`config.mk`:
```
export PLATFORM = sky130hd
export DESIGN_NAME = adcc_controller_flat
export DESIGN_NICKNAME = d
export VERILOG_FILES = /design/src/adcc_pkg.sv /design/src/adcc_if.sv /design/src/adcc_controller.sv /design/src/flat_wrapper.sv
export SDC_FILE = /design/constraint.sdc
export NUM_CORES = 1
export LEC_CHECK = 0
export BUFFER_PORTS_ARGS = -buffer_cell sky130_fd_sc_hd__buf_2
export CORE_ASPECT_RATIO = 1.2
export CORE_UTILIZATION = 54
export DETAILED_ROUTE_END_ITERATION = 7
export GPL_TIMING_DRIVEN = 1
export PLACE_DENSITY = 0.77
export SYNTH_ARGS = -nofsm -noshare
export SYNTH_HDL_FRONTEND = slang
export SYNTH_SLANG_ARGS = --single-unit
```
`constraint.sdc`:
```
create_clock -name clock -period 2.3 [get_ports clock]
set_input_delay 0.345 -clock clock [delete_from_list [all_inputs] [get_ports clock]]
set_output_delay 0.345 -clock clock [all_outputs]
set_load 0.02 [all_outputs]
```
`src/adcc_pkg.sv`:
```
// Purpose: Shared constants and types of the converter trigger control pair
// Assumes: One clock domain; register words are 32 bits
// Notes: Converter timing is counted in divided converter clock ticks
package adcc_pkg;
    // Sequence mode codes
    localparam logic [1:0] MODE_SINGLE = 2'h0;
    localparam logic [1:0] MODE_SEQ = 2'h1;
    localparam logic [1:0] MODE_REP_SINGLE = 2'h2;
    localparam logic [1:0] MODE_REP_SEQ = 2'h3;
    localparam logic [1:0] CLKSEL_SUBSYS = 2'h3;
    // Converter timing in converter clock ticks
    localparam logic [3:0] SAMPLE_TICKS = 4'h4;
    localparam logic [3:0] CONV_TICKS = 4'hD;
    localparam int MIN_EXT_SAMPLE = 6;
    // Register byte offsets
    localparam logic [7:0] OFS_CTRL = 8'h00;
    localparam logic [7:0] OFS_CMD = 8'h04;
    localparam logic [7:0] OFS_PERIOD = 8'h08;
    localparam logic [7:0] OFS_STATUS = 8'h0C;
    localparam logic [7:0] OFS_IRQ_STAT = 8'h10;
    localparam logic [7:0] OFS_IRQ_MASK = 8'h14;
    localparam logic [7:0] OFS_RESULT = 8'h18;
    // Control word fields
    localparam int CTL_ENABLE = 0;
    localparam int CTL_POWER = 1;
    localparam int CTL_PULSE = 2;
    localparam int CTL_TIMER = 3;
    localparam int CTL_SEQ = 4;
    localparam int CTL_CLKSEL = 6;
    localparam int CTL_DIV = 8;
    localparam int CTL_CLKOFF = 11;
    localparam int CTL_REFSEL = 12;
    localparam int CTL_LASTCH = 16;
    localparam logic [19:0] CTRL_RESET = 20'h00000;
    // Command word fields
    localparam int CMD_START = 0;
    localparam int CMD_RECOVER = 1;
    // Interrupt status fields
    localparam int IRQ_DONE = 0;
    localparam int IRQ_DMA = 1;
    localparam int IRQ_HALT = 2;
    localparam int IRQ_OVF = 3;
    localparam logic [15:0] PERIOD_RESET = 16'h0000;
    localparam logic [1:0] RESP_OKAY = 2'h0;
    localparam logic [1:0] RESP_SLVERR = 2'h2;
    // Converter state
    typedef enum logic [3:0] {
        ST_IDLE = 4'h1, ST_SAMPLE = 4'h2, ST_CONVERT = 4'h4, ST_HALT = 4'h8
    } adcc_conv_t;
    // Controller sequencing state
    typedef enum logic [3:0] {
        CS_IDLE = 4'h1, CS_TOGGLE = 4'h2, CS_REC_OFF = 4'h4, CS_REC_ON = 4'h8
    } adcc_seq_t;
endpackage

```
`src/adcc_if.sv`:
```
// Purpose: Link between the converter and its controlling party
// Assumes: Both ends share the system clock
// Notes: startConversion, timerTrigger, resultValid, dmaRequest and triggerOverflowFlag are one-cycle pulses; the rest are levels
`timescale 1ns/10ps
interface adcc_if;
    logic conversionEnable;
    logic converterPowerOn;
    logic startConversion;
    logic timerTrigger;
    logic samplePulseMode;
    logic [1:0] sequenceModeField;
    logic [1:0] converterClockSelect;
    logic [2:0] converterClockDivider;
    logic subsystemClockOff;
    logic [3:0] referenceSelect;
    logic [3:0] lastChannel;
    logic conversionInProgress;
    logic dmaRequest;
    logic triggerOverflowFlag;
    logic resultValid;
    logic [11:0] result;
    logic [3:0] resultChannel;
    logic halted;
    logic hung;
    modport ctrl (
        output conversionEnable, converterPowerOn, startConversion, timerTrigger,
        output samplePulseMode, sequenceModeField, converterClockSelect,
        output converterClockDivider, subsystemClockOff, referenceSelect, lastChannel,
        input conversionInProgress, dmaRequest, triggerOverflowFlag, resultValid,
        input result, resultChannel, halted, hung
    );
    modport dev (
        input conversionEnable, converterPowerOn, startConversion, timerTrigger,
        input samplePulseMode, sequenceModeField, converterClockSelect,
        input converterClockDivider, subsystemClockOff, referenceSelect, lastChannel,
        output conversionInProgress, dmaRequest, triggerOverflowFlag, resultValid,
        output result, resultChannel, halted, hung
    );
endinterface

```
`src/adcc_controller.sv`:
```
// Purpose: Controlling party: register file, timer and safe sequencing
// Assumes: AXI4-Lite slave with 32-bit data, one access of each kind at once
// Notes: Enable, power, start, recovery and clock source changes reach the link in safe orders; timer triggers ignore busy
`timescale 1ns/10ps
module adcc_controller import adcc_pkg::*; #(
    parameter int PeriodW = 16
) (
    // System
    input wire logic clock,
    input wire logic reset,
    // AXI4-Lite slave
    input wire logic [7:0] awaddr,
    input wire logic awvalid,
    output logic awready,
    input wire logic [31:0] wdata,
    input wire logic [3:0] wstrb,
    input wire logic wvalid,
    output logic wready,
    output logic [1:0] bresp,
    output logic bvalid,
    input wire logic bready,
    input wire logic [7:0] araddr,
    input wire logic arvalid,
    output logic arready,
    output logic [31:0] rdata,
    output logic [1:0] rresp,
    output logic rvalid,
    input wire logic rready,
    // Interrupt
    output logic irq,
    // Link to converter
    adcc_if.ctrl link
);
    // Byte-lane merge of a write into an old word
    function automatic logic [31:0] merge(input logic [31:0] old, input logic [31:0] nw,
        input logic [3:0] strb);
        merge = old;
        for (int i = 0; i < 4; i++) begin
            if (strb[i]) begin
                merge[i*8 +: 8] = nw[i*8 +: 8];
            end
        end
    endfunction

    adcc_seq_t seq_r;
    logic [7:0] awAddr_r, arAddr;
    logic [31:0] wData_r;
    logic [3:0] wStrb_r;
    logic awHave_r, wHave_r, bvalid_r, rvalid_r;
    logic [1:0] bresp_r, rresp_r;
    logic [31:0] rdata_r;
    logic [19:0] ctrl_r;
    logic [PeriodW-1:0] period_r, timer_r;
    logic [3:0] irqStat_r, irqMask_r;
    logic [15:0] result_r;
    logic startPend_r, recoverPend_r, haltPrev_r;
    logic enc_r, on_r, sc_r, tt_r, clkOff_r;
    logic [1:0] clkSel_r;

    // Write decode
    wire writeGo = awHave_r && wHave_r && !bvalid_r;
    wire [7:0] wAddr = {awAddr_r[7:2], 2'h0};
    wire [31:0] wMerged = merge({12'h000, ctrl_r}, wData_r, wStrb_r);
    wire [31:0] wBits = merge(32'h00000000, wData_r, wStrb_r);
    wire wrCtrl = writeGo && wAddr == OFS_CTRL;
    wire wrCmd = writeGo && wAddr == OFS_CMD;
    wire wrPeriod = writeGo && wAddr == OFS_PERIOD;
    wire wrStat = writeGo && wAddr == OFS_IRQ_STAT;
    wire wrMask = writeGo && wAddr == OFS_IRQ_MASK;
    wire wMapped = wrCtrl || wrCmd || wrPeriod || wrStat || wrMask;
    // Read decode
    wire readGo = arvalid && !rvalid_r;
    assign arAddr = {araddr[7:2], 2'h0};
    wire [31:0] statusWord = {26'h0000000, startPend_r || sc_r, on_r, enc_r, link.hung,
        link.halted, link.conversionInProgress};
    wire rMapped = arAddr == OFS_CTRL || arAddr == OFS_PERIOD || arAddr == OFS_STATUS
        || arAddr == OFS_IRQ_STAT || arAddr == OFS_IRQ_MASK || arAddr == OFS_RESULT
        || arAddr == OFS_CMD;
    wire [31:0] rWord = arAddr == OFS_CTRL ? {12'h000, ctrl_r}
        : arAddr == OFS_PERIOD ? 32'(period_r)
        : arAddr == OFS_STATUS ? statusWord
        : arAddr == OFS_IRQ_STAT ? {28'h0000000, irqStat_r}
        : arAddr == OFS_IRQ_MASK ? {28'h0000000, irqMask_r}
        : arAddr == OFS_RESULT ? {16'h0000, result_r} : 32'h00000000;
    // Events and applied settings
    wire [3:0] events = {link.triggerOverflowFlag, link.halted && !haltPrev_r,
        link.dmaRequest, link.resultValid};
    wire timerHit = ctrl_r[CTL_TIMER] && timer_r >= period_r;
    wire [3:0] refSel = ctrl_r[CTL_REFSEL +: 4];
    wire unbuffered = !refSel[0] && (refSel <= 4'h6 || refSel >= 4'hC);
    wire [1:0] wantSel = ctrl_r[CTL_CLKSEL +: 2];
    wire idleLink = !enc_r && !link.conversionInProgress;

    // AXI handshakes
    assign awready = !awHave_r && !bvalid_r;
    assign wready = !wHave_r && !bvalid_r;
    assign arready = !rvalid_r;
    assign bvalid = bvalid_r;
    assign bresp = bresp_r;
    assign rvalid = rvalid_r;
    assign rdata = rdata_r;
    assign rresp = rresp_r;

    // AXI channel state
    always_ff @(posedge clock) begin
        if (reset) begin
            {awHave_r, wHave_r, bvalid_r, rvalid_r} <= 4'h0;
            awAddr_r <= 8'h00;
            wData_r <= 32'h00000000;
            wStrb_r <= 4'h0;
            bresp_r <= RESP_OKAY;
            rresp_r <= RESP_OKAY;
            rdata_r <= 32'h00000000;
        end else begin
            if (awvalid && awready) begin
                awHave_r <= 1'b1;
                awAddr_r <= awaddr;
            end else if (writeGo) begin
                awHave_r <= 1'b0;
            end
            if (wvalid && wready) begin
                wHave_r <= 1'b1;
                wData_r <= wdata;
                wStrb_r <= wstrb;
            end else if (writeGo) begin
                wHave_r <= 1'b0;
            end
            if (writeGo) begin
                bvalid_r <= 1'b1;
                bresp_r <= wMapped ? RESP_OKAY : RESP_SLVERR;
            end else if (bready) begin
                bvalid_r <= 1'b0;
            end
            if (readGo) begin
                rvalid_r <= 1'b1;
                rdata_r <= rWord;
                rresp_r <= rMapped ? RESP_OKAY : RESP_SLVERR;
            end else if (rready) begin
                rvalid_r <= 1'b0;
            end
        end
    end

    // Software registers and interrupt status; a new event wins over its clear
    always_ff @(posedge clock) begin
        if (reset) begin
            ctrl_r <= CTRL_RESET;
            period_r <= PeriodW'(PERIOD_RESET);
            irqStat_r <= 4'h0;
            irqMask_r <= 4'h0;
            result_r <= 16'h0000;
            haltPrev_r <= 1'b0;
        end else begin
            if (wrCtrl) ctrl_r <= wMerged[19:0];
            if (wrPeriod) period_r <= PeriodW'(merge(32'(period_r), wData_r, wStrb_r));
            if (wrMask) irqMask_r <= wBits[3:0];
            irqStat_r <= (irqStat_r & ~(wrStat ? wBits[3:0] : 4'h0)) | events;
            if (link.resultValid) result_r <= {link.resultChannel, link.result};
            haltPrev_r <= link.halted;
        end
    end

    // Timer trigger source and clock source changes
    always_ff @(posedge clock) begin
        if (reset) begin
            timer_r <= '0;
            clkSel_r <= 2'h0;
            clkOff_r <= 1'b0;
        end else begin
            timer_r <= (!ctrl_r[CTL_TIMER] || timerHit) ? '0 : timer_r + 1'b1;
            if (wantSel != clkSel_r && clkOff_r) begin
                clkOff_r <= 1'b0;
            end else if (wantSel != clkSel_r) begin
                clkSel_r <= wantSel;
            end else begin
                clkOff_r <= ctrl_r[CTL_CLKOFF];
            end
        end
    end

    // Enable, power, start and trigger sequencing
    always_ff @(posedge clock) begin
        if (reset) begin
            seq_r <= CS_IDLE;
            {enc_r, on_r, sc_r, tt_r} <= 4'h0;
            startPend_r <= 1'b0;
            recoverPend_r <= 1'b0;
        end else begin
            sc_r <= 1'b0;
            tt_r <= 1'b0;
            if (wrCmd && wBits[CMD_START]) startPend_r <= 1'b1;
            if (wrCmd && wBits[CMD_RECOVER]) recoverPend_r <= 1'b1;
            unique case (seq_r)
                CS_IDLE: begin
                    enc_r <= ctrl_r[CTL_ENABLE] && ctrl_r[CTL_POWER] && on_r;
                    if (ctrl_r[CTL_POWER] != on_r && idleLink) begin
                        on_r <= ctrl_r[CTL_POWER];
                    end
                    if (recoverPend_r) begin
                        recoverPend_r <= wrCmd && wBits[CMD_RECOVER];
                        enc_r <= 1'b0;
                        on_r <= 1'b0;
                        seq_r <= CS_REC_OFF;
                    end else if (timerHit && enc_r && on_r) begin
                        enc_r <= 1'b0;
                        seq_r <= CS_TOGGLE;
                    end else if (startPend_r && enc_r && !link.conversionInProgress) begin
                        sc_r <= 1'b1;
                        startPend_r <= wrCmd && wBits[CMD_START];
                    end
                end
                CS_TOGGLE: begin
                    enc_r <= 1'b1;
                    tt_r <= 1'b1;
                    seq_r <= CS_IDLE;
                end
                CS_REC_OFF: begin
                    on_r <= 1'b1;
                    seq_r <= CS_REC_ON;
                end
                CS_REC_ON: begin
                    enc_r <= 1'b1;
                    seq_r <= CS_IDLE;
                end
            endcase
        end
    end

    // Link outputs; unbuffered references force pulse sampling
    assign link.conversionEnable = enc_r;
    assign link.converterPowerOn = on_r;
    assign link.startConversion = sc_r;
    assign link.timerTrigger = tt_r;
    assign link.samplePulseMode = ctrl_r[CTL_PULSE] || unbuffered;
    assign link.sequenceModeField = ctrl_r[CTL_SEQ +: 2];
    assign link.converterClockSelect = clkSel_r;
    assign link.converterClockDivider = ctrl_r[CTL_DIV +: 3];
    assign link.subsystemClockOff = clkOff_r;
    assign link.referenceSelect = refSel;
    assign link.lastChannel = ctrl_r[CTL_LASTCH +: 4];
    assign irq = |(irqStat_r & irqMask_r);
endmodule

```
`src/flat_wrapper.sv`:
```
// flat-port wrapper written by rule: the top's interface ports become plain ports
module adcc_controller_flat import adcc_pkg::*;
#(
    parameter int PeriodW = 16
)
  (clock, reset, awaddr, awvalid, awready, wdata, wstrb, wvalid, wready, bresp, bvalid, bready, araddr, arvalid, arready, rdata, rresp, rvalid, rready, irq, link_conversionEnable, link_converterPowerOn, link_startConversion, link_timerTrigger, link_samplePulseMode, link_sequenceModeField, link_converterClockSelect, link_converterClockDivider, link_subsystemClockOff, link_referenceSelect, link_lastChannel, link_conversionInProgress, link_dmaRequest, link_triggerOverflowFlag, link_resultValid, link_result, link_resultChannel, link_halted, link_hung);
  adcc_if link_i ();
  input wire logic clock;
  input wire logic reset;
  input wire logic [7:0] awaddr;
  input wire logic awvalid;
  output logic awready;
  input wire logic [31:0] wdata;
  input wire logic [3:0] wstrb;
  input wire logic wvalid;
  output logic wready;
  output logic [1:0] bresp;
  output logic bvalid;
  input wire logic bready;
  input wire logic [7:0] araddr;
  input wire logic arvalid;
  output logic arready;
  output logic [31:0] rdata;
  output logic [1:0] rresp;
  output logic rvalid;
  input wire logic rready;
  output logic irq;
  output wire logic [$bits(link_i.conversionEnable)-1:0] link_conversionEnable;
  output wire logic [$bits(link_i.converterPowerOn)-1:0] link_converterPowerOn;
  output wire logic [$bits(link_i.startConversion)-1:0] link_startConversion;
  output wire logic [$bits(link_i.timerTrigger)-1:0] link_timerTrigger;
  output wire logic [$bits(link_i.samplePulseMode)-1:0] link_samplePulseMode;
  output wire logic [$bits(link_i.sequenceModeField)-1:0] link_sequenceModeField;
  output wire logic [$bits(link_i.converterClockSelect)-1:0] link_converterClockSelect;
  output wire logic [$bits(link_i.converterClockDivider)-1:0] link_converterClockDivider;
  output wire logic [$bits(link_i.subsystemClockOff)-1:0] link_subsystemClockOff;
  output wire logic [$bits(link_i.referenceSelect)-1:0] link_referenceSelect;
  output wire logic [$bits(link_i.lastChannel)-1:0] link_lastChannel;
  input wire logic [$bits(link_i.conversionInProgress)-1:0] link_conversionInProgress;
  input wire logic [$bits(link_i.dmaRequest)-1:0] link_dmaRequest;
  input wire logic [$bits(link_i.triggerOverflowFlag)-1:0] link_triggerOverflowFlag;
  input wire logic [$bits(link_i.resultValid)-1:0] link_resultValid;
  input wire logic [$bits(link_i.result)-1:0] link_result;
  input wire logic [$bits(link_i.resultChannel)-1:0] link_resultChannel;
  input wire logic [$bits(link_i.halted)-1:0] link_halted;
  input wire logic [$bits(link_i.hung)-1:0] link_hung;
  assign link_conversionEnable = link_i.conversionEnable;
  assign link_converterPowerOn = link_i.converterPowerOn;
  assign link_startConversion = link_i.startConversion;
  assign link_timerTrigger = link_i.timerTrigger;
  assign link_samplePulseMode = link_i.samplePulseMode;
  assign link_sequenceModeField = link_i.sequenceModeField;
  assign link_converterClockSelect = link_i.converterClockSelect;
  assign link_converterClockDivider = link_i.converterClockDivider;
  assign link_subsystemClockOff = link_i.subsystemClockOff;
  assign link_referenceSelect = link_i.referenceSelect;
  assign link_lastChannel = link_i.lastChannel;
  assign link_i.conversionInProgress = link_conversionInProgress;
  assign link_i.dmaRequest = link_dmaRequest;
  assign link_i.triggerOverflowFlag = link_triggerOverflowFlag;
  assign link_i.resultValid = link_resultValid;
  assign link_i.result = link_result;
  assign link_i.resultChannel = link_resultChannel;
  assign link_i.halted = link_halted;
  assign link_i.hung = link_hung;
  adcc_controller #(.PeriodW(PeriodW)) u_core (.clock(clock), .reset(reset), .awaddr(awaddr), .awvalid(awvalid), .awready(awready), .wdata(wdata), .wstrb(wstrb), .wvalid(wvalid), .wready(wready), .bresp(bresp), .bvalid(bvalid), .bready(bready), .araddr(araddr), .arvalid(arvalid), .arready(arready), .rdata(rdata), .rresp(rresp), .rvalid(rvalid), .rready(rready), .irq(irq), .link(link_i));
endmodule
```
== Word level (Yosys, flattened, before mapping) ==
Index checks and enable logic that the tools add are counted.
Cells by class
  reductions and logical operators: 69
  equality and inequality tests: 18
  $lt $le $gt $ge: 3
  mux-type cells: 36
  add/subtract/negate cells: 1
  bitwise logic cells: 6
Operator list (number)
  $mux W32: 5
  $eq A6 B3 Y1 const B: 5
  $logic_and A1 B1 Y1: 26
  $mux W1: 21
  $eq A6 B2 Y1 const B: 3
  $add A16 B1 Y16 const B: 1
  $ge A16 B16 Y1: 1
  $logic_not A8 Y1: 2
  $mux W16: 1
  $mux W4: 4
  $logic_or A1 B1 Y1: 14
  $reduce_and A2 Y1: 7
  $eq A6 B1 Y1 const B: 2
  $pmux W4 S3: 1
  $reduce_bool A2 Y1: 6
  $logic_not A1 Y1: 9
  $and A4 B4 Y4: 2
  $reduce_or A4 Y1: 2
  $ne A3 B1 Y1 const B: 2
  $reduce_or A2 Y1: 3
  $eq A4 B1 Y1 const B: 1
  $eq A4 B2 Y1 const B: 1
  $eq A4 B3 Y1 const B: 1
  $eq A4 B4 Y1 const B: 1
  9 further kinds: 12
Storage, ports and cells
  output and inout bits: 63
  logic and storage cells: 162
  register bits: 161
  bits of input ports: 81

== Depth between registers and ports, before layout ==
Gate-level depths: netlist of run 1.
  depth in word-level cells: 9
  depth in mapped cells: 8
  depth with buffers taken out: 7

== Worst setup path after synthesis of run 1 ==
OpenSTA, ideal clock, no wires.
  kind: register -> register
  from: register u_core.timer_r[0]
  to: register u_core.timer_r[11]
  setup time: 65 ps
  stages on the path, launching flop included: 9
  period minus slack after synthesis: 1970 ps
  arrival: 1906 ps
  buffers on the path: 1
  data required time: 2235 ps
  path slack: 330 ps
  cells stage by stage: dfxtp_1 -> inv_1 -> ha_1 -> nand2b_4 -> a2111o_1 -> a32oi_2 -> nand4b_2 -> buf_6 -> nor2_1
Between the ends
  longest elaborated chain between the ends: 4
  elaborated cells on any way between the ends: 5
  those cells by class: 1 x add/sub; 1 x order compare; 3 x reduce/logical
Ends and longest elaborated chain
  start, declared: line adcc_controller.sv:53  | logic [PeriodW-1:0] period_r, timer_r;
  start signal, assigned: line adcc_controller.sv:170  | timer_r <= (!ctrl_r[CTL_TIMER] || timerHit) ? '0 : timer_r + 1'b1;
  $ge A16 B16 Y1: line adcc_controller.sv:88  | wire timerHit = ctrl_r[CTL_TIMER] && timer_r >= period_r;
  $logic_and A1 B1 Y1: line adcc_controller.sv:88
  $logic_or A1 B1 Y1: line adcc_controller.sv:170
  $reduce_or A2 Y1 (no source line)
Parallel ways exist; a longest one is shown, timed or not.
A chain may end at the register's enable or synchronous reset.

== Worst setup path in the final report of run 1 ==
  from: register u_core.timer_r[0]
  to: register u_core.enc_r (netlist: u_core.link.conversionEnable)
Between the ends
  longest elaborated chain between the ends: 7
Ends and longest elaborated chain
  $ge A16 B16 Y1: line adcc_controller.sv:88
  $logic_and A1 B1 Y1: line adcc_controller.sv:88
  $logic_and A1 B1 Y1 (2 in series): line adcc_controller.sv:204  | end else if (timerHit && enc_r && on_r) begin
  $mux W1: line adcc_controller.sv:204
  $mux W1: line adcc_controller.sv:199  | if (recoverPend_r) begin
  $pmux W1 S2: line adcc_controller.sv:193  | unique case (seq_r)
  end signal, assigned: line adcc_controller.sv:195  | enc_r <= ctrl_r[CTL_ENABLE] && ctrl_r[CTL_POWER] && on_r;
  end, declared: line adcc_controller.sv:57  | logic enc_r, on_r, sc_r, tt_r, clkOff_r;
Every way passes these cells.

==> flow_metrics.py, run 1 <==
metrics = {
    "route": {
        "wl_met1_mm": 6.61,
        "route.met3.wl_um": 696,
        "ant_nets": 0,
        "drc_errors": 0,
        "wirelength_mm": 15.6,
        "drtIter0Drc": 279,
        "drt_first_pass_iters": 4,
        "routed_via_density": 5.36,
        "wl_met2_mm": 7.67,
        "wl_per_cell_um": 15.0,
        "num_vias": 5550,
        "highest_layer": "met4",
    },
    "sta": {
        "skew_ns": 0.0109,
        "fin_ws_ns": 0.216,
        "drv_slew": 0,
        "tightestPinTransition_ns": 0.807,
        "whs_ns": 0.101,
        "hold_viol_final": 0,
        "relSlewSlack_pct": 46.1,
        "rsz0062_at_grt": "false",
        "setup_viol": 0,
        "min_period_ns": 2.08,
        "fmax_mhz": 480,
        "fin_crit_sh_pct": 90.6,
        "fin_tns_setup_ns": 0,
    },
    "clock_network": {
        "path_clk_slew_ns": 0.06,
        "insertion_delay_ns": 0.42,
        "cts_tree": "built",
        "cts.sinks": 145,
        "cts_buffers": 17,
        "postCtsHoldBufs": 0,
        "h-tree-depth": 4,
        "cts_resized": 0,
        "cts_root_buf": "clkbuf_16",
        "ctsLongestPathBuffers": 2,
        "cts_setup_buffers": 0,
    },
    "worst_setup_path": {
        "startpoint_type": "flip-flop",
        "worstPathMaxFanout": 4,
        "r2r_cells": 8,
        "critPathCaptureType": "flip-flop",
        "cp.arrival_ns": 2.41,
        "worstPathRequired_ns": 2.62,
        "critPathKind": "reg -> reg",
    },
    "power": {
        "peakVddDrop_mv": 0.516,
        "power_leakage_uw": 0.00332,
        "swShare_pct": 23.9,
        "pwr_density_cell_nw_per_um2": 767,
        "clkPwrFrac_pct": 46.5,
        "p_int_uw": 4490,
        "seq_power_share_pct": 45.5,
        "pwr-share-comb_pct": 8.0,
        "power_uw": 5890,
        "switchingPower_uw": 1410,
    },
    "grt": {
        "grt_max_degree": 69,
        "gr-total-overflow": 0,
        "grt_use_total_pct": 25.5,
        "grt_pass1_wl_mm": 24.3,
        "antenna_found_initial": 0,
        "first_global_vias": 5123,
    },
    "logic_synthesis": {
        "synth_edf_count": 0,
        "yosysSeqAreaShare_pct": 44.2,
        "synthCells": 780,
        "syn_avg_cell_area_um2": 8.42,
        "syn-cell-area_um2": 6570,
        "ys_ff_latch": 145,
        "yosys_warnings": 0,
        "ys.flop_type": "dfxtp_1",
        "ys_types": 47,
        "async_flop_share_pct": 0,
    },
    "worst_hold_path": {
        "min_path_cells": 2,
        "min_path_type": "in -> reg",
    },
    "floorplanning": {
        "die_y_um": 123,
        "rows": 43,
        "ioPinCount": 144,
        "coreArea_um2": 11700,
        "die-width_um": 103,
        "start_util_pct": 56.0,
        "die_area_um2": 12600,
    },
    "flow_run": {
        "drv_cap": 0,
    },
    "cells_and_area": {
        "instances_no_fill": 1035,
        "layout.nets": 963,
        "final_layout_size_suffix_gt1_share_pct": 18.5,
        "area_delta_synth_final_pct": 17.0,
        "antenna_cells": 0,
    },
    "placement": {
        "gp_congestion": 0.810,
        "pre_cts_slack_ns": 0.246,
        "place.port_buffers": 112,
        "dp.cells": 1003,
        "dp_hpwl_mm": 11.0,
    },
    "status": {
        "status": "finished, final reports clean",
    },
}
## sequential cells by signal, indices dropped and copies added, names as in the netlist, 2 cells and up
signal and flops:
u_core.awAddr_r 6, u_core.irqMask_r 4, u_core.seq_r 4, u_core.wStrb_r 3
u_core.ctrl_r 20, u_core.wData_r 20, u_core.irqStat_r 4, u_core.timer_r 16
u_core.link.converterClockSelect 2, u_core.rdata 20, u_core.period_r 16, u_core.result_r 16
## synthesized netlist by cell type (2+ instances only)
| cell type | instances | area share [%] |
|---|---|---|
| o21ai_0 | 17 | 1.3 |
| nand4_4 | 2 | 0.65 |
| nor4_1 | 4 | 0.38 |
| nand2_1 | 111 | 6.3 |
| a211oi_1 | 14 | 1.6 |
| a21oi_1 | 75 | 5.7 |
| dfxtp_1 | 145 | 44 |
| and3_1 | 3 | 0.29 |
| inv_1 | 26 | 1.5 |
| ha_1 | 17 | 3.2 |
| nand3_1 | 41 | 3.1 |
| clkbuf_1 | 33 | 1.9 |
| nor2b_1 | 7 | 0.67 |
| o211a_1 | 2 | 0.30 |
| mux2i_1 | 61 | 9.3 |
| nor2_1 | 101 | 5.8 |
| buf_4 | 29 | 3.3 |
| nand2b_1 | 4 | 0.38 |
| a22oi_1 | 3 | 0.34 |
| nand4_1 | 6 | 0.57 |
| xnor2_1 | 5 | 0.67 |
| buf_1 | 3 | 0.17 |
| nand3b_1 | 3 | 0.34 |
| o211ai_1 | 8 | 0.91 |
| nor3_1 | 17 | 1.3 |
| buf_2 | 6 | 0.46 |
| o21bai_1 | 2 | 0.23 |
| and2_1 | 4 | 0.38 |
| xor2_1 | 13 | 1.7 |
## logic make-up (layout without fill, tap and decap cells)
kind of cell | count (synthesis) | in the layout | synth area share [%]
simple gates | 310 | 310 | 21.6
other cells | 1 | 14 | 0.0571
xor+xnor | 18 | 18 | 2.40
compound gates | 130 | 130 | 11.8
flops | 145 | 145 | 44.2
fa+ha+maj | 17 | 17 | 3.24
buf+inv | 98 | 183 | 7.49
mux | 61 | 61 | 9.30
## final cells by class
type	count	area, µm²
Sequential cell	145	2900
Multi-Input combinational cell	550	3220
Timing Repair Buffer	125	673
Clock inverter	8	103
Fill cell	1004	4040
Tap cell	157	196
Clock buffer	24	492
Inverter	26	97.6
## cells in the final DEF (no fill, tap or decap), types with 13 or more instances in the layout
master / instances
a21oi_1: 75
conb_1: 14
a211oi_1: 14
ha_1: 17
buf_4: 13
mux2i_1: 61
o21ai_0: 17
buf_2: 111
nand3_1: 41
nor2_1: 101
nor3_1: 17
clkbuf_16: 17
dfxtp_1: 145
inv_1: 26
nand2_1: 111
xor2_1: 13
## worst paths after layout
path	from	endpoint	slack, ns
setup reg to reg	u_core.timer_r[0]$_SDFF_PP0_	u_core.link.conversionEnable$_SDFFE_PP0P_	0.22
setup / recovery	u_core.timer_r[0]$_SDFF_PP0_	u_core.link.conversionEnable$_SDFFE_PP0P_	0.22
hold / removal	rready	u_core.rvalid$_SDFFE_PP0P_	0.10
hold reg to reg	u_core.rdata[0]$_SDFFE_PP0P_	u_core.rdata[0]$_SDFFE_PP0P_	0.45
## per-layer routing
metal	global-route usage (%)	vias up
li1	-	2779
met1	29.9	2556
met2	42.8	176
met3	5.41	39
met4	14.5	0
met5	0	-
## power groups by stage
stage	Combinational [µW]	Sequential [µW]	Clock, µW
final	469	2680	2740
after global routing	519	2690	2880
after CTS	469	2680	2770
after detailed placement	465	2740	0
after global placement	461	2730	0
after floorplan	332	2720	0
## metrics by stage
stage | area, µm² | util [%]
finish | 7690 | 65.5
global route | 7690 | 65.5
CTS | 7690 | 65.5
detailed placement | 7090 | 60.5
global placement | 7090 | 60.5
floorplan | 6620 | -
## critical path: stages, from the launching register on
cell      delay, ns
dfxtp_1        0.33
inv_1          0.05
ha_1           0.28
nand2b_4       0.13
a2111o_1       0.41
a32oi_2        0.26
a211oi_1       0.12
buf_4          0.17
o31ai_1        0.25
(Power assumes the default switching activity.)
==> run 2: changes to the inputs <==
==> constraint.sdc (replaced) <==
create_clock -name clock -period 2.35 [get_ports clock]
set_input_delay 0.3525 -clock clock [delete_from_list [all_inputs] [get_ports clock]]
set_output_delay 0.3525 -clock clock [all_outputs]
set_load 0.02 [all_outputs]
==> run 2 against run 1 <==
Compared with the run above: register-to-register slack better by 0.02 ns; total power down 2.4%; routed wire length down 1.4%; largest power group unchanged; core utilization down 0.29 points; setup slack better by 0.022 ns; clock power down 3%; clock skew down 0.0051 ns.
==> flow_metrics.py, run 2 (same netlist as run 1, synthesis figures left out) <==
metrics = {
    "status": {
        "status": "finished, final reports clean",
    },
    "cells_and_area": {
        "area_delta_synth_final_pct": 16.5,
        "instances_no_fill": 1030,
        "fin_util_pct": 65.3,
        "antenna_cells": 0,
        "layout.nets": 961,
        "mostFrequentLayoutCell": "dfxtp_1",
        "fillers": 1046,
        "final_cell_mix": "145 x dfxtp_1, 111 x nand2_1, 111 x buf_2",
        "final_layout_size_suffix_gt1_share_pct": 17.9,
    },
    "route": {
        "wirelength_mm": 15.3,
        "drtIter0Drc": 265,
        "ant_nets": 0,
        "drt_first_pass_iters": 5,
        "drc_errors": 0,
        "num_vias": 5567,
        "routed_via_density": 5.40,
        "wl_per_cell_um": 14.9,
    },
    "worst_setup_path": {
        "cp.arrival_ns": 2.47,
        "worstPathRequired_ns": 2.70,
        "setup.worst_path.start": "u_core.timer_r[0]$_SDFF_PP0_",
        "critPathCaptureType": "flip-flop",
        "rr_startpoint": "u_core.timer_r[0]$_SDFF_PP0_",
        "critPathTopFamily": "compound AO/OA/AOI/OAI gates",
        "crit_buf_inv": 2,
        "critPathKind": "reg -> reg",
        "worstPathMaxFanout": 16,
        "crit_path_top_delay_cell": "a2111o_1",
        "slowest_delay_ns": 0.42,
        "startpoint_type": "flip-flop",
        "crit_path_cell_trace": "inv_1 -> ha_1 -> nand2b_4 -> a2111o_1 -> a32oi_2 -> nand4b_2 -> buf_4 -> nor2_1",
    },
    "sta": {
        "relSlewSlack_pct": 47.0,
        "rsz0062_at_grt": "false",
        "fin_tns_setup_ns": 0,
        "min_period_ns": 2.11,
        "tightestPinTransition_ns": 0.793,
        "drv_slew": 0,
        "skew_ns": 0.00584,
        "fin_crit_sh_pct": 89.9,
        "hold_viol_final": 0,
        "setup_viol": 0,
        "fmax_mhz": 473,
    },
    "power": {
        "p_int_uw": 4420,
        "power_leakage_uw": 0.00330,
        "seq_power_share_pct": 45.7,
        "pwr_density_cell_nw_per_um2": 751,
        "power_uw": 5750,
        "peakVddDrop_mv": 0.524,
        "swShare_pct": 23.1,
        "pwr-share-comb_pct": 7.9,
        "clkPwrFrac_pct": 46.4,
        "switchingPower_uw": 1330,
    },
    "clock_network": {
        "insertion_delay_ns": 0.43,
        "cts_buffers": 17,
        "path_clk_slew_ns": 0.05,
        "cts_resized": 0,
        "ctsLongestPathBuffers": 2,
        "postCtsHoldBufs": 0,
        "cts_root_buf": "clkbuf_16",
        "cts_tree": "built",
        "cts.sinks": 145,
        "cts_setup_buffers": 0,
        "h-tree-depth": 4,
    },
    "worst_hold_path": {
        "hp-start": "rready",
        "min_path_type": "in -> reg",
    },
    "placement": {
        "gp_congestion": 0.827,
        "place.port_buffers": 112,
        "dp_hpwl_mm": 11.0,
        "dp.cells": 1001,
    },
    "floorplanning": {
        "rows": 43,
        "die-width_um": 103,
        "coreArea_um2": 11700,
        "ioPinCount": 144,
        "die_y_um": 123,
        "die_area_um2": 12600,
        "start_util_pct": 56.0,
    },
    "flow_run": {
        "drv_cap": 0,
    },
    "grt": {
        "antenna_found_initial": 1,
        "grt_pass1_wl_mm": 23.9,
        "gr-total-overflow": 0,
        "first_global_vias": 4994,
        "grt_max_degree": 64,
        "grt_use_total_pct": 25.3,
    },
}
[run 2: cell types whose count changed in the layout (fill, tap and decap cells not counted), sizes merged]
| cell | delta |
|---|---|
| clkinvlp | -1 |
| clkinv | -2 |
| bufinv | +1 |
| buf | -2 |
| clkbuf | -1 |
[run 2: layer usage]
metal | track usage, % | share of wire (%) | vias to the layer above
li1 | - | - | 2770
met1 | 29.0 | 42 | 2607
met2 | 43.3 | 51 | 156
met3 | 6.26 | 4.5 | 32
met4 | 12.6 | 3.0 | 2
met5 | 0 | 0.052 | -
[run 2: cell type report]
type / count / area (µm²) / area share, %
Tap cell: 157 / 196 / 2.57
Inverter: 26 / 97.6 / 1.28
Sequential cell: 145 / 2900 / 37.9
Clock inverter: 6 / 108 / 1.41
Multi-Input combinational cell: 550 / 3220 / 42.1
Clock buffer: 23 / 468 / 6.11
Timing Repair Buffer: 123 / 658 / 8.60
[run 2: final timing paths]
kind | endpoint | slack (ns) | cells past startpoint
worst max-delay path | u_core.timer_r[15]$_SDFF_PP0_ | 0.24 | 8
worst min-delay path | u_core.rvalid$_SDFFE_PP0P_ | 0.11 | 2
worst max register to register | u_core.timer_r[15]$_SDFF_PP0_ | 0.24 | 8
worst min register to register | u_core.rdata[5]$_SDFFE_PP0P_ | 0.45 | 2
[run 2: power by group through the flow]
stage	Clock (µW)	Sequential, µW	Combinational [µW]
3_5_place_dp	0	2680	456
5_1_grt	2820	2640	507
6_report	2670	2630	457
3_3_place_gp	0	2670	450
2_1_floorplan	0	2670	325
4_1_cts	2700	2630	459
[run 2: per-stage QoR]
step                hold WS [ns]  cell area, µm²  setup slack [ns]
global placement           0.438            7080             0.259
CTS                        0.104            7650             0.228
detailed placement         0.446            7080             0.238
floorplan                  0.428            6620             0.380
finish                     0.112            7650             0.238
global route               0.101            7650            0.0854
